<file path="src/hdl/scr_pkg.sv">
// package: register map, codes and field layouts of the safety/config register set
package scr_pkg;
  localparam logic [8:0]  ADDR_LOCK        = 9'h1cd;
  localparam logic [8:0]  ADDR_RDCLR       = 9'h1ce;
  localparam logic [8:0]  ADDR_UNLOCK      = 9'h1cf;
  localparam logic [8:0]  ADDR_GRST1       = 9'h1d0;
  localparam logic [8:0]  ADDR_GRST2       = 9'h1d1;
  localparam logic [8:0]  ADDR_RST_CAUSE   = 9'h1d6;
  localparam logic [8:0]  ADDR_SELFTEST    = 9'h1dc;
  localparam logic [8:0]  ADDR_UNLOCK_CH1  = 9'h103;
  localparam logic [8:0]  ADDR_UNLOCK_CH2  = 9'h123;
  localparam logic [15:0] KEY_SELFTEST     = 16'hb157;
  localparam logic [15:0] KEY_CODE_RAM     = 16'hbeef;
  localparam logic [15:0] KEY_UNLOCK       = 16'h1337;
  localparam logic [15:0] KEY_GRST1        = 16'hf473;
  localparam logic [15:0] KEY_GRST2        = 16'h57a1;
  // lock register fields
  localparam int          LOCK_DEV         = 0;
  localparam int          LOCK_DRAM1       = 1;
  localparam int          LOCK_DRAM2       = 2;
  localparam int          LOCK_W           = 3;
  localparam logic [2:0]  LOCK_RESET       = 3'h0;
  // read-clear select field
  localparam int          RDCLR_W          = 9;
  localparam logic [8:0]  RDCLR_RESET      = 9'h000;
  // reset-cause fields
  localparam int          CAUSE_PIN        = 0;
  localparam int          CAUSE_POR        = 1;
  localparam int          CAUSE_SPI        = 2;
  localparam int          CAUSE_W          = 3;
  // data ram private tail
  localparam int          DRAM_TAIL_WORDS  = 16;
  // self-test timing and patterns
  localparam real         SELFTEST_MS      = 2.2;
  localparam real         SELFTEST_REF_MHZ = 24.0;
  localparam int          SELFTEST_CYCLES  = int'(SELFTEST_MS * SELFTEST_REF_MHZ * 1000.0);
  localparam int          NUM_TESTS        = 5;
  localparam logic [7:0]  PAT_FIRST [NUM_TESTS] = '{8'h00, 8'h55, 8'h0f, 8'h00, 8'hff};
  localparam logic [7:0]  PAT_SECOND[NUM_TESTS] = '{8'h11, 8'haa, 8'hf0, 8'hff, 8'h00};

  typedef enum logic [1:0] {
    ST_NEVER = 2'b00,
    ST_BUSY  = 2'b01,
    ST_PASS  = 2'b10,
    ST_FAIL  = 2'b11
  } scr_outcome_t;

  typedef struct packed {
    logic        rd;
    logic        wr;
    logic        ext;
    logic [8:0]  addr;
    logic [15:0] wdata;
  } scr_req_t;

  typedef struct packed {
    logic        run;
    logic [7:0]  pattern;
  } scr_ramtest_t;
endpackage

</file>
<file path="src/hdl/scr_safety_regs.sv">
// module: reset-cause, self-test launcher, write lock and read-clear configuration
`timescale 1ns/1ps

// Summary of operation
// - three sticky reset-cause flags record each reset source since last access
// - any external access to reset-cause clears its flags afterwards, except a flag whose source is active in that cycle
// - bit 2 spi global reset, bit 1 power-on, bit 0 reset pin
// - reset-pin flag undefined after power-on until next clear
// - writing key b157 to self-test address launches memory test
// - launch accepted only when both code rams unlocked with beef
// - self-test progress and outcome readable anytime at same address
// - full self-test takes about 2.2 ms at 24 mhz
// - five ram tests with pattern pairs 00/11 55/aa 0f/f0 00/ff ff/00
// - outcome 00 never, 01 running, 10 passed, 11 failed
// - lock active makes lockable registers read-only over spi
// - writing one to lock bit 0 enables protection; writes cannot clear it
// - writing 1337 to unlock register clears whole lock register
// - data ram tails protected only by lock bits 1 and 2
// - read-clear select bits choose which status registers clear on read; bit 0 driver status
// - bits 1 to 4 select diagnosis pairs 162/163 through 168/169
// - bits 5 to 8 select core status registers ch1 core0,1 then ch2
// - microcore back-door reads never clear read-clear registers
// - external read colliding with core write returns old value, back-door read keeps previous read word; new value next read
module scr_safety_regs #(
  parameter int CLK_MHZ         = 200,
  parameter int SELFTEST_LEN    = scr_pkg::SELFTEST_CYCLES * CLK_MHZ / 24
) (
  input  wire logic                  clk,
  input  wire logic                  nrst,
  input  wire logic                  power_on_reset_n,
  input  wire logic                  reset_pin_n,
  input  wire logic                  spi_global_reset,
  input  wire scr_pkg::scr_req_t     req,
  input  wire logic                  core_write_same,
  input  wire logic                  ram_test_fail,
  output      logic [15:0]           rdata,
  output      logic                  write_allowed,
  output      logic                  dram1_tail_write_allowed,
  output      logic                  dram2_tail_write_allowed,
  output      logic                  lockable_locked,
  output      logic [8:0]            read_clear_select,
  output      logic [8:0]            clear_on_read_pulse,
  output      scr_pkg::scr_ramtest_t ram_test,
  output      scr_pkg::scr_outcome_t selftest_outcome
);
  import scr_pkg::*;

  logic [LOCK_W-1:0]  lock_reg;
  logic [RDCLR_W-1:0] rdclr_reg;
  logic [CAUSE_W-1:0] cause_reg;
  logic               code_ram1_open_reg;
  logic               code_ram2_open_reg;
  logic [31:0]        tick_reg;
  logic [2:0]         test_idx_reg;
  logic               phase_reg;
  logic               fail_seen_reg;
  logic [15:0]        rdata_next;
  logic               wr_lock;
  logic               wr_rdclr;
  logic               wr_unlock;
  logic               launch;

  typedef enum logic [1:0] {S_IDLE, S_RUN} scr_st_t;
  scr_st_t st_reg;

  localparam int PHASE_LEN = SELFTEST_LEN / (NUM_TESTS * 2);

  assign wr_lock   = req.wr && req.ext && req.addr == ADDR_LOCK;
  assign wr_rdclr  = req.wr && req.ext && req.addr == ADDR_RDCLR;
  assign wr_unlock = req.wr && req.ext && req.addr == ADDR_UNLOCK && req.wdata == KEY_UNLOCK;
  // both code rams must be open
  assign launch    = req.wr && req.ext && req.addr == ADDR_SELFTEST && req.wdata == KEY_SELFTEST
                     && code_ram1_open_reg && code_ram2_open_reg && st_reg == S_IDLE;

  // lock bits are set-only from the bus; tails too
  // only the unlock key clears them, all at once
  genvar li;
  generate
    for (li = 0; li < LOCK_W; li++)
    begin : g_lock
      always_ff @(posedge clk or negedge nrst)
      begin
        if (!nrst)
          lock_reg[li] <= LOCK_RESET[li];
        else if (wr_unlock)
          lock_reg[li] <= LOCK_RESET[li];
        else if (wr_lock && req.wdata[li])
          lock_reg[li] <= 1'b1;
      end
    end
  endgenerate

  always_ff @(posedge clk or negedge nrst)
  begin
    if (!nrst)
      rdclr_reg <= RDCLR_RESET;
    else if (wr_rdclr)
      rdclr_reg <= req.wdata[RDCLR_W-1:0];
  end

  // code ram unlock words tracked for self-test gating, one flag per channel
  localparam int         CODE_RAMS                = 2;
  localparam logic [8:0] UNLOCK_ADDR [CODE_RAMS]  = '{ADDR_UNLOCK_CH1, ADDR_UNLOCK_CH2};
  logic [CODE_RAMS-1:0]  code_ram_open;
  genvar ci;
  generate
    for (ci = 0; ci < CODE_RAMS; ci++)
    begin : g_code_ram
      // last write wins; any other word closes the gate again
      always_ff @(posedge clk or negedge nrst)
      begin
        if (!nrst)
          code_ram_open[ci] <= 1'b0;
        else if (req.wr && req.ext && req.addr == UNLOCK_ADDR[ci])
          code_ram_open[ci] <= req.wdata == KEY_CODE_RAM;
      end
    end
  endgenerate
  assign code_ram1_open_reg = code_ram_open[0];
  assign code_ram2_open_reg = code_ram_open[1];

  // per-source set and shared clear of the sticky flags
  logic [CAUSE_W-1:0] cause_set;
  logic               cause_access;
  assign cause_access = req.ext && (req.rd || req.wr) && req.addr == ADDR_RST_CAUSE;
  assign cause_set[CAUSE_PIN] = !reset_pin_n;
  assign cause_set[CAUSE_POR] = !power_on_reset_n;
  // global reset request decoded upstream, arrives as a level
  assign cause_set[CAUSE_SPI] = spi_global_reset;

  // sticky causes; flags sampled while in reset, so no async reset
  // pin flag unknown after power-on: left as sampled
  genvar gi;
  generate
    for (gi = 0; gi < CAUSE_W; gi++)
    begin : g_cause
      always_ff @(posedge clk)
      begin
        if (cause_set[gi])
          cause_reg[gi] <= 1'b1;
        // spi history means nothing after a power loss
        else if (gi == CAUSE_SPI && !power_on_reset_n)
          cause_reg[gi] <= 1'b0;
        // cleared on any external access; a source in the same cycle wins
        else if (cause_access)
          cause_reg[gi] <= 1'b0;
      end
    end
  endgenerate

  // self-test sequencing helpers
  logic phase_end;
  logic last_phase;
  logic run_done;
  assign phase_end  = st_reg == S_RUN && tick_reg == 32'(PHASE_LEN - 1);
  assign last_phase = phase_reg && test_idx_reg == 3'(NUM_TESTS - 1);
  assign run_done   = phase_end && last_phase;

  // launch on key write; state only, counters below
  always_ff @(posedge clk or negedge nrst)
  begin
    if (!nrst)
      st_reg <= S_IDLE;
    else
    begin
      case (st_reg)
        S_IDLE:
        begin
          if (launch)
            st_reg <= S_RUN;
        end
        S_RUN:
        begin
          if (run_done)
            st_reg <= S_IDLE;
        end
        default:
          st_reg <= S_IDLE;
      endcase
    end
  end

  // phase length from clock rate; one counter shared by all phases
  always_ff @(posedge clk or negedge nrst)
  begin
    if (!nrst)
      tick_reg <= '0;
    else if (launch || phase_end)
      tick_reg <= '0;
    else if (st_reg == S_RUN)
      tick_reg <= tick_reg + 32'h1;
  end

  // first pattern then second, five tests in order
  always_ff @(posedge clk or negedge nrst)
  begin
    if (!nrst)
    begin
      phase_reg    <= 1'b0;
      test_idx_reg <= '0;
    end
    else if (launch)
    begin
      phase_reg    <= 1'b0;
      test_idx_reg <= '0;
    end
    else if (phase_end)
    begin
      phase_reg <= ~phase_reg;
      // index parks on the last test until the next launch
      if (phase_reg && !last_phase)
        test_idx_reg <= test_idx_reg + 3'h1;
    end
  end

  // failure memory over the whole run
  always_ff @(posedge clk or negedge nrst)
  begin
    if (!nrst)
      fail_seen_reg <= 1'b0;
    else if (launch)
      fail_seen_reg <= 1'b0;
    else if (st_reg == S_RUN && ram_test_fail)
      fail_seen_reg <= 1'b1;
  end

  // outcome code: busy on launch, pass or fail at the end
  always_ff @(posedge clk or negedge nrst)
  begin
    if (!nrst)
      selftest_outcome <= ST_NEVER;
    else if (launch)
      selftest_outcome <= ST_BUSY;
    else if (run_done)
      // a mismatch in the final cycle still counts
      selftest_outcome <= (fail_seen_reg || ram_test_fail) ? ST_FAIL : ST_PASS;
  end

  always_comb
  begin
    ram_test.run     = st_reg == S_RUN;
    ram_test.pattern = phase_reg ? PAT_SECOND[test_idx_reg] : PAT_FIRST[test_idx_reg];
  end

  // lockable registers writable only without lock
  assign lockable_locked          = lock_reg[LOCK_DEV];
  assign write_allowed            = !lock_reg[LOCK_DEV];
  assign dram1_tail_write_allowed = !lock_reg[LOCK_DRAM1];
  assign dram2_tail_write_allowed = !lock_reg[LOCK_DRAM2];
  assign read_clear_select        = rdclr_reg;

  // one strobe per selectable register, external reads only
  // back-door reads (ext low) never clear
  genvar ri;
  generate
    for (ri = 0; ri < RDCLR_W; ri++)
    begin : g_clear_strobe
      assign clear_on_read_pulse[ri] = req.rd && req.ext && rdclr_reg[ri];
    end
  endgenerate

  always_comb
  begin
    rdata_next = 16'h0000;
    case (req.addr)
      ADDR_LOCK:      rdata_next[LOCK_W-1:0]  = lock_reg;
      ADDR_RDCLR:     rdata_next[RDCLR_W-1:0] = rdclr_reg;
      ADDR_RST_CAUSE: rdata_next[CAUSE_W-1:0] = cause_reg;
      ADDR_SELFTEST:  rdata_next[1:0]         = selftest_outcome;
      default:        rdata_next              = 16'h0000;
    endcase
  end

  // data captured from pre-update contents; a same-cycle core write shows next read
  logic rd_capture;
  // back-door reads colliding with a core write keep the old word
  assign rd_capture = req.rd && !(core_write_same && !req.ext);

  always_ff @(posedge clk or negedge nrst)
  begin
    if (!nrst)
      rdata <= 16'h0000;
    else if (rd_capture)
      rdata <= rdata_next;
  end
endmodule // scr_safety_regs

</file>
<file path="config.mk">
export PLATFORM = sky130hd
export DESIGN_NAME = scr_safety_regs
export DESIGN_NICKNAME = d
export VERILOG_FILES = /design/src/hdl/scr_pkg.sv /design/src/hdl/scr_safety_regs.sv
export SDC_FILE = /design/constraint.sdc
export NUM_CORES = 1
export LEC_CHECK = 0
export BUFFER_PORTS_ARGS = -buffer_cell sky130_fd_sc_hd__buf_2
export CAP_MARGIN = 20
export CORE_MARGIN = 2
export CORE_UTILIZATION = 55
export CTS_BUF_LIST = sky130_fd_sc_hd__clkbuf_4 sky130_fd_sc_hd__clkbuf_8 sky130_fd_sc_hd__clkbuf_16
export CTS_CLUSTER_DIAMETER = 30
export DETAILED_ROUTE_END_ITERATION = 12
export HOLD_SLACK_MARGIN = 0.15
export PLACE_DENSITY = 0.84
export SYNTH_ARGS = -nofsm -noshare
export SYNTH_HDL_FRONTEND = slang
export SYNTH_SLANG_ARGS = --single-unit
</file>
<file path="constraint.sdc">
create_clock -name clk -period 3.8 [get_ports clk]
set_input_delay 0.19 -clock clk [delete_from_list [all_inputs] [get_ports clk]]
set_output_delay 0.19 -clock clk [all_outputs]
set_load 0.05 [all_outputs]
</file>
==> summary.md, run 1 <==
| Metric | Value |
|---|---|
| Mapped cell area | 0.00380 mm^2 |
| Type of the most critical hold path | input port to register |
| Post-Synth Adder-Cell Area | 0.0231 |
| H-tree depth | 3 |
| Worst path top cell family by delay | compound AO/OA/AOI/OAI gates |
| Core Rows | 30 |
| CTS Buf Count | 9 |
| Post-route ant nets | 0 |
| Period minus WS final | roughly 2.6 ns |
| Die span in y | 87.1 um |
| Share of layout cells above drive strength 1 | 0.234 |
| Root buf cell | clkbuf_8 |
| Post-synth top area share | 0.415 |
| Post-CTS sizing | 0 |
| Initial Utilization | 0.565 |
| TritonRoute pass-1 iters | 5 |
| Setup bufs post-CTS | 0 |
| Asr flop ratio synth | 0.955 |
| Cells after DPL | 558 |
| Initial DRC Count | 256 |
| Final setup violation count | 0 |
| Cell variety after synth | 62 |
| Pwr dens | 311 mW/mm^2 |
| Slew HR | 0.225 |
| Area leader, netlist | dfrtp_1 |
| Post-Synth XOR/XNOR Area | 0.0323 |
| Critical-path cell list | dlygate4sd3_1 -> buf_2 -> or4b_2 -> nor3_1 -> a31oi_1 -> a32o_1 -> a21o_1 |
| Crit Path Max Fanout | 11 |
| Drt via density | 6.09 |
| Hpwl dp | 6810 um |
| Setup WS pre-CTS | 1.24 ns |
| Global route overflow | 0 |
| CP arrival | 2.87 ns |
| First-pass GRT wire length | 15600 um |
| DRT Wirelength | around 9700 um |
| Critical Path Sink Type | register |
| # diodes | 0 |
| Count leader, synth | dfrtp_1 |
| Crit path buffers/inverters | 2 |
| Seq/Total Area, Yosys | 0.431 |
| Total GRT Usage | 0.266 |
| Ports | 84 |
| Mux contribution to synthesized area | 0.0379 |
| Wire per inst | 16.4 um |
| Fin nets | 545 |
| Worst EP required | approximately 4.0 ns |
| CORE AREA | ~0.0067 mm^2 |
| Pleak | 2.12 nW |
| Clock Pin Slew Worst Setup and Hold Paths | 0.07 ns |
| Slew @ Worst Pin | 1.16 ns |
| Port Buffers | 76 |
| Synth Area in Compound Gates | 0.133 |
| Via count | 3583 |
| Die X | 87.1 um |
| Synth Register Bits | 66 |
| Clock latency on the worst-skew pair | 0.34 ns |
| Peak supply drop | 252 uV |
| Mean Syn Cell Area | 9.08 um^2 |
| Cts hold-fix bufs | 13 |
| Sink Count | 66 |
| Synth Flop Type | dfrtp_1 |
| Largest net degree at the start of global routing | 38 |
| Largest stage delay, worst path | 0.70 ns |
| RSZ-0062 raised after global routing | false |
| Die area | 0.00758 mm^2 |
| Post-Synth Simple-Gate Area | 0.281 |
| Gp weighted congestion | 0.944 |
| Post-synthesis cell count | ~420 |
| Post-synth EDFFs | 0 |
| PnR worst setup slack | about 1.2 ns |
| Post-route insts no fill | 588 |
| Largest family of logic cells by synthesized area | simple AND/OR/NAND/NOR gates |
| CTS tree | done |
| Largest register FFs | 32 |
| YS warnings | 0 |
| Maxcap violations | 0 |
| Top cells by count, synth | dfrtp_1 (63), nand2_1 (48), nor2_1 (33), o21ai_0 (26) |
| Max Clock Skew | 0.00844 ns |
| CP Launch Type | input port |
| Achievable Freq | 0.379 GHz |
| Slew Viols, Final | 0 |
| Post-Route Setup TNS | 0 ns |
| Status | completed |
| Dominant cells by area after synthesis | dfrtp_1 (42%), nand2_1 (4.7%), o21ai_0 (3.4%), nor2_1 (3.3%), mux2_2 (3.3%) |
| Drt drc | 0 |
| Fin crit share | 0.695 |
| Initial antenna violation count | 0 |
| Count of final hold-check violations | 0 |
| Layout Area Growth over Synthesis | 18.1% |
| Vias in the first global route | roughly 3300 |
| Setup CP Type | input port to register |
| Clock buffer depth | 2 |
| CP max stage cell | or4b_2 |
-- path summary, 6_finish.rpt --
| path | to | cells after the start | slack, ns | from |
|---|---|---|---|---|
| max | tick_reg[30]$_DFFE_PN0P_ | 7 | 1.16 | req[7] |
| min | read_clear_select[5]$_DFFE_PN0P_ | 2 | 0.18 | req[5] |
| max reg2reg | tick_reg[30]$_DFFE_PN0P_ | 5 | 1.35 | tick_reg[4]$_DFFE_PN0P_ |
| min reg2reg | cause_reg[0]$_SDFFE_PN1P_ | 2 | 0.47 | cause_reg[0]$_SDFFE_PN1P_ |
| max in group asynchronous | tick_reg[4]$_DFFE_PN0P_ | 3 | 2.48 | nrst |
| min in group asynchronous | rdata[5]$_DFFE_PN0P_ | 2 | 0.47 | nrst |
-- report_power, final --
group | switching [mW] | internal [mW]
Sequential | 0.00241 | 0.704
Clock | 0.274 | 0.315
Combinational | 0.0669 | 0.0312
Total | 0.343 | 1.05
-- metal layers --
metal / global-route usage / vias up / wire length [um]
li1: - / 1678 / -
met1: 0.351 / 1675 / 4010
met2: 0.423 / 190 / 4660
met3: 0.0445 / 40 / 679
met4: 0.132 / 0 / 315
met5: 0 / - / 0
-- final cells by class --
class	instances	area (um^2)
Sequential cell	66	1640
Clock buffer	11	139
Fill cell	521	2240
Multi-Input combinational cell	314	1950
Timing Repair Buffer	91	523
Inverter	21	78.8
Tap cell	80	100
Clock inverter	5	55.1
-- cell usage in the layout (no fill, tap or decap), drive strengths merged, types with 4 or more instances in the layout --
master / count
a21o: 6
a31oi: 7
dfrtp: 63
a21oi: 13
nand2: 49
dlygate4sd3: 13
buf: 78
nor3: 12
and3: 15
conb: 7
mux2: 11
o21ai: 27
nor4: 12
nor2: 33
inv: 21
nor4b: 6
clkbuf: 11
xnor2: 9
nand4: 15
nand3: 20
or3: 8
o31ai: 4
xor2: 5
and4: 6
ha: 7
-- cell families (layout without fill, tap and decap cells) --
logic type                 after synthesis  after routing
xor gates and xnor gates                14             14
AOI/OAI and AO/OA                       78             78
buffers and inverters                   44            128
and+or+nand+nor                        195            195
muxes                                   13             13
adders and majority gates                7              7
other                                    1              7
DFF                                     66             66
-- metrics by stage --
stage	hold WS (ns)	instance area (um^2)	utilization	power, mW
floorplan	-0.106	3820	-	0.767
global placement	0.326	4150	0.618	0.806
detailed placement	0.335	4150	0.618	0.808
CTS	0.173	4480	0.666	1.40
global route	0.177	4480	0.667	1.44
finish	0.183	4480	0.667	1.39
Note: power is estimated with default switching activity, not from simulation.
==> inputs of run 2 (changes only) <==
CORE_UTILIZATION = 49   (was 55)
PLACE_DENSITY = 0.79   (was 0.84)
clock period = 2.15 ns   (was 3.8 ns; I/O delays follow)
==> run 2 against run 1 <==
Hold slack improved by 0.038 ns; non-clock buffer count increased by 32; core utilization decreased by 3.3 points; setup slack got worse by 1.1 ns; global-route usage decreased by 2.3 points; register-to-register slack got worse by 1.3 ns; routed wire length increased by 4.2%; design area increased by 7.7%; critical path depth decreased by 2; clock power increased by 99%; critical endpoint is now tick_reg[29]$_DFFE_PN0P_; largest cell class unchanged.
==> summary.md, run 2 (synthesized netlist as in run 1, its figures left out) <==
| Metric | Value |
|---|---|
| DRT Wirelength | 10100 um (was 9670 um) |
| Reg2Reg Depth | 5 (unchanged) |
| RR Startpoint | tick_reg[9]$_DFFE_PN0P_ (was tick_reg[4]$_DFFE_PN0P_) |
| Reg2Reg Setup Slack | 0.05 ns (was 1.35 ns) |
| Worst r2r dst | tick_reg[29]$_DFFE_PN0P_ (was tick_reg[30]$_DFFE_PN0P_) |
| Via count | 3647 (was 3583) |
| Share of layout cells above drive strength 1 | 0.276 (was 0.234) |
| Most common cell after layout, fill and taps aside | buf_2 (unchanged) |
| Slew @ Worst Pin | 0.603 ns (was 1.16 ns) |
| Die span in y | 92.0 um (was 87.1 um) |
| Hold Slack | 0.221 ns (was 0.183 ns) |
| Type of the most critical hold path | input port to register (unchanged) |
| Fin nets | 577 (was 545) |
| Commonest cells after routing, fill and taps aside | buf_2 (76), dfrtp_1 (63), nand2_1 (48) (was buf_2 (77), dfrtp_1 (63), nand2_1 (48)) |
| CTS Buf Count | 9 (unchanged) |
| Vias in the first global route | 3455 (was 3283) |
| Maxcap violations | 0 (unchanged) |
| Clk network pwr share | 0.448 (was 0.423) |
| Combinational power share | 0.073 (was 0.070) |
| Port Buffers | 76 (unchanged) |
| Multi-input gate area | 0.00197 mm^2 (was 0.00195 mm^2) |
| Peak supply drop | 303 uV (was 252 uV) |
| Gp weighted congestion | 0.903 (was 0.944) |
| Count of final hold-check violations | 0 (unchanged) |
| Die area | 0.00847 mm^2 (was 0.00758 mm^2) |
| Initial antenna violation count | 0 (unchanged) |
| RSZ-0062 raised after global routing | false (unchanged) |
| CTS tree | done (unchanged) |
| Die X | 92.0 um (was 87.1 um) |
| Total GRT Usage | 0.243 (was 0.266) |
| Util after Layout | 0.635 (was 0.667) |
| Setup CP Type | register to register (was input port to register) |
| CP arrival | 2.36 ns (was 2.87 ns) |
| Initial Utilization | 0.499 (was 0.565) |
| Fin crit share | 0.975 |
| Global route overflow | 0 (unchanged) |
| Ports | 84 (unchanged) |
| Fill count | 624 (was 521) |
| Root buf cell | clkbuf_8 (unchanged) |
| Drt drc | 0 (unchanged) |
| Hpwl dp | 7180 um (was 6810 um) |
| TritonRoute pass-1 iters | 4 (was 5) |
| Critical Path Sink Type | register (unchanged) |
| Register share of total power | 0.479 (was 0.507) |
| Status | completed (unchanged) |
| Core Rows | 32 (was 30) |
| Pwr dens | 540 mW/mm^2 (was 311 mW/mm^2) |
| Cells after DPL | 606 (was 558) |
| Pleak | 2.29 nW (was 2.12 nW) |
| Sw Pwr | 0.610 mW (was 0.343 mW) |
| First-pass GRT wire length | 16400 um (was 15600 um) |
| Crit Path Max Fanout | 7 (was 11) |
| CORE AREA | 0.00761 mm^2 (was 0.00672 mm^2) |
| Final setup violation count | 0 (unchanged) |
| Post-Route Setup TNS | 0 ns (unchanged) |
| Slew HR | 0.596 (was 0.225) |
| Achievable Freq | about 0.48 GHz |
| Period minus WS final | about 2.1 ns |
| Worst EP required | 2.42 ns (was 4.03 ns) |
| Layout Area Growth over Synthesis | 27.2% (was 18.1%) |
| Clock latency on the worst-skew pair | 0.35 ns (was 0.34 ns) |
| Largest net degree at the start of global routing | 56 (was 38) |
| Wire per inst | 15.7 um (was 16.4 um) |
| Post-route insts no fill | 642 (was 588) |
| Initial DRC Count | 268 (was 256) |
| Critical Path End | tick_reg[29]$_DFFE_PN0P_ (was tick_reg[30]$_DFFE_PN0P_) |
| # diodes | 0 (unchanged) |
| Largest register FFs | 32 (unchanged) |
| CP Launch Type | register (was input port) |
| Slew Viols, Final | 0 (unchanged) |
| Post-route ant nets | 0 (unchanged) |
| Max Clock Skew | 0.0119 ns (was 0.00844 ns) |
| CP Launch Point | tick_reg[9]$_DFFE_PN0P_ (was req[7]) |
| H-tree depth | 3 (unchanged) |
| Drt via density | 5.68 (was 6.09) |
| Sink Count | 66 (unchanged) |
| Clock Pin Slew Worst Setup and Hold Paths | 0.08 ns (was 0.07 ns) |
| Register Area | 0.00164 mm^2 (unchanged) |
| PnR worst setup slack | 0.0544 ns (was 1.16 ns) |
| Clock buffer depth | 2 (unchanged) |
| Setup WS pre-CTS | 0.0903 ns (was 1.24 ns) |
| Sw Ratio | 0.234 (was 0.246) |
| Internal power | 2.00 mW (was 1.05 mW) |
-- run 2: worst min-delay path by stage --
| stage | startpoint | end | slack, ns | cells past startpoint |
|---|---|---|---|---|
| floorplan | nrst | code_ram1_open_reg$_DFFE_PN0P_ | -0.19 | 0 |
| global placement | nrst | read_clear_select[0]$_DFFE_PN0P_ | -0.02 | 1 |
| detailed placement | nrst | read_clear_select[0]$_DFFE_PN0P_ | -0.02 | 1 |
| CTS | req[26] | cause_reg[0]$_SDFFE_PN1P_ | 0.20 | 3 |
| global route | req[26] | cause_reg[1]$_SDFFE_PN1P_ | 0.24 | 3 |
| finish | req[26] | cause_reg[0]$_SDFFE_PN1P_ | 0.22 | 3 |
-- run 2: cell type report --
class | instances | area share
well taps | 102 | 0.0264
repair buffers | 123 | 0.164
flip-flops and latches | 66 | 0.339
clock inverters | 6 | 0.0187
multi-input cells | 314 | 0.407
clock buffers | 10 | 0.0285
inverters | 21 | 0.0163
-- run 2: per-layer routing --
metal	track usage	share of wire
met5	0	0
met3	0.0419	0.068
met4	0.104	0.020
met1	0.310	0.42
met2	0.407	0.49
-- run 2: power by group through the flow --
stage | registers, mW | clock network, mW | logic, mW
5_1_grt | 1.25 | 1.24 | 0.205
4_1_cts | 1.25 | 1.19 | 0.187
3_5_place_dp | 1.27 | 0 | 0.161
6_report | 1.25 | 1.17 | 0.190
3_3_place_gp | 1.27 | 0 | 0.159
2_1_floorplan | 1.28 | 0 | 0.0720
-- run 2: what timing repair did --
action	CTS	global route
setup buffers	0	2
setup endpoints to repair	0	2
hold endpoints to repair	80	0
hold buffers	18	0
gates resized for setup	0	3
-- run 2: per-stage QoR --
step | power [mW] | instance area (um^2)
2_1_floorplan | 1.36 | 3820
3_3_place_gp | 1.43 | 4390
3_5_place_dp | 1.43 | 4390
4_1_cts | 2.62 | 4800
5_1_grt | 2.70 | 4830
6_report | 2.61 | 4830
-- run 2: critical path: stages, from the launching register on --
cell     delay (ns)
dfrtp_1        0.40
nand2_2        0.11
or4_4          0.61
or4_4          0.57
o21ba_1        0.19
a31oi_1        0.14
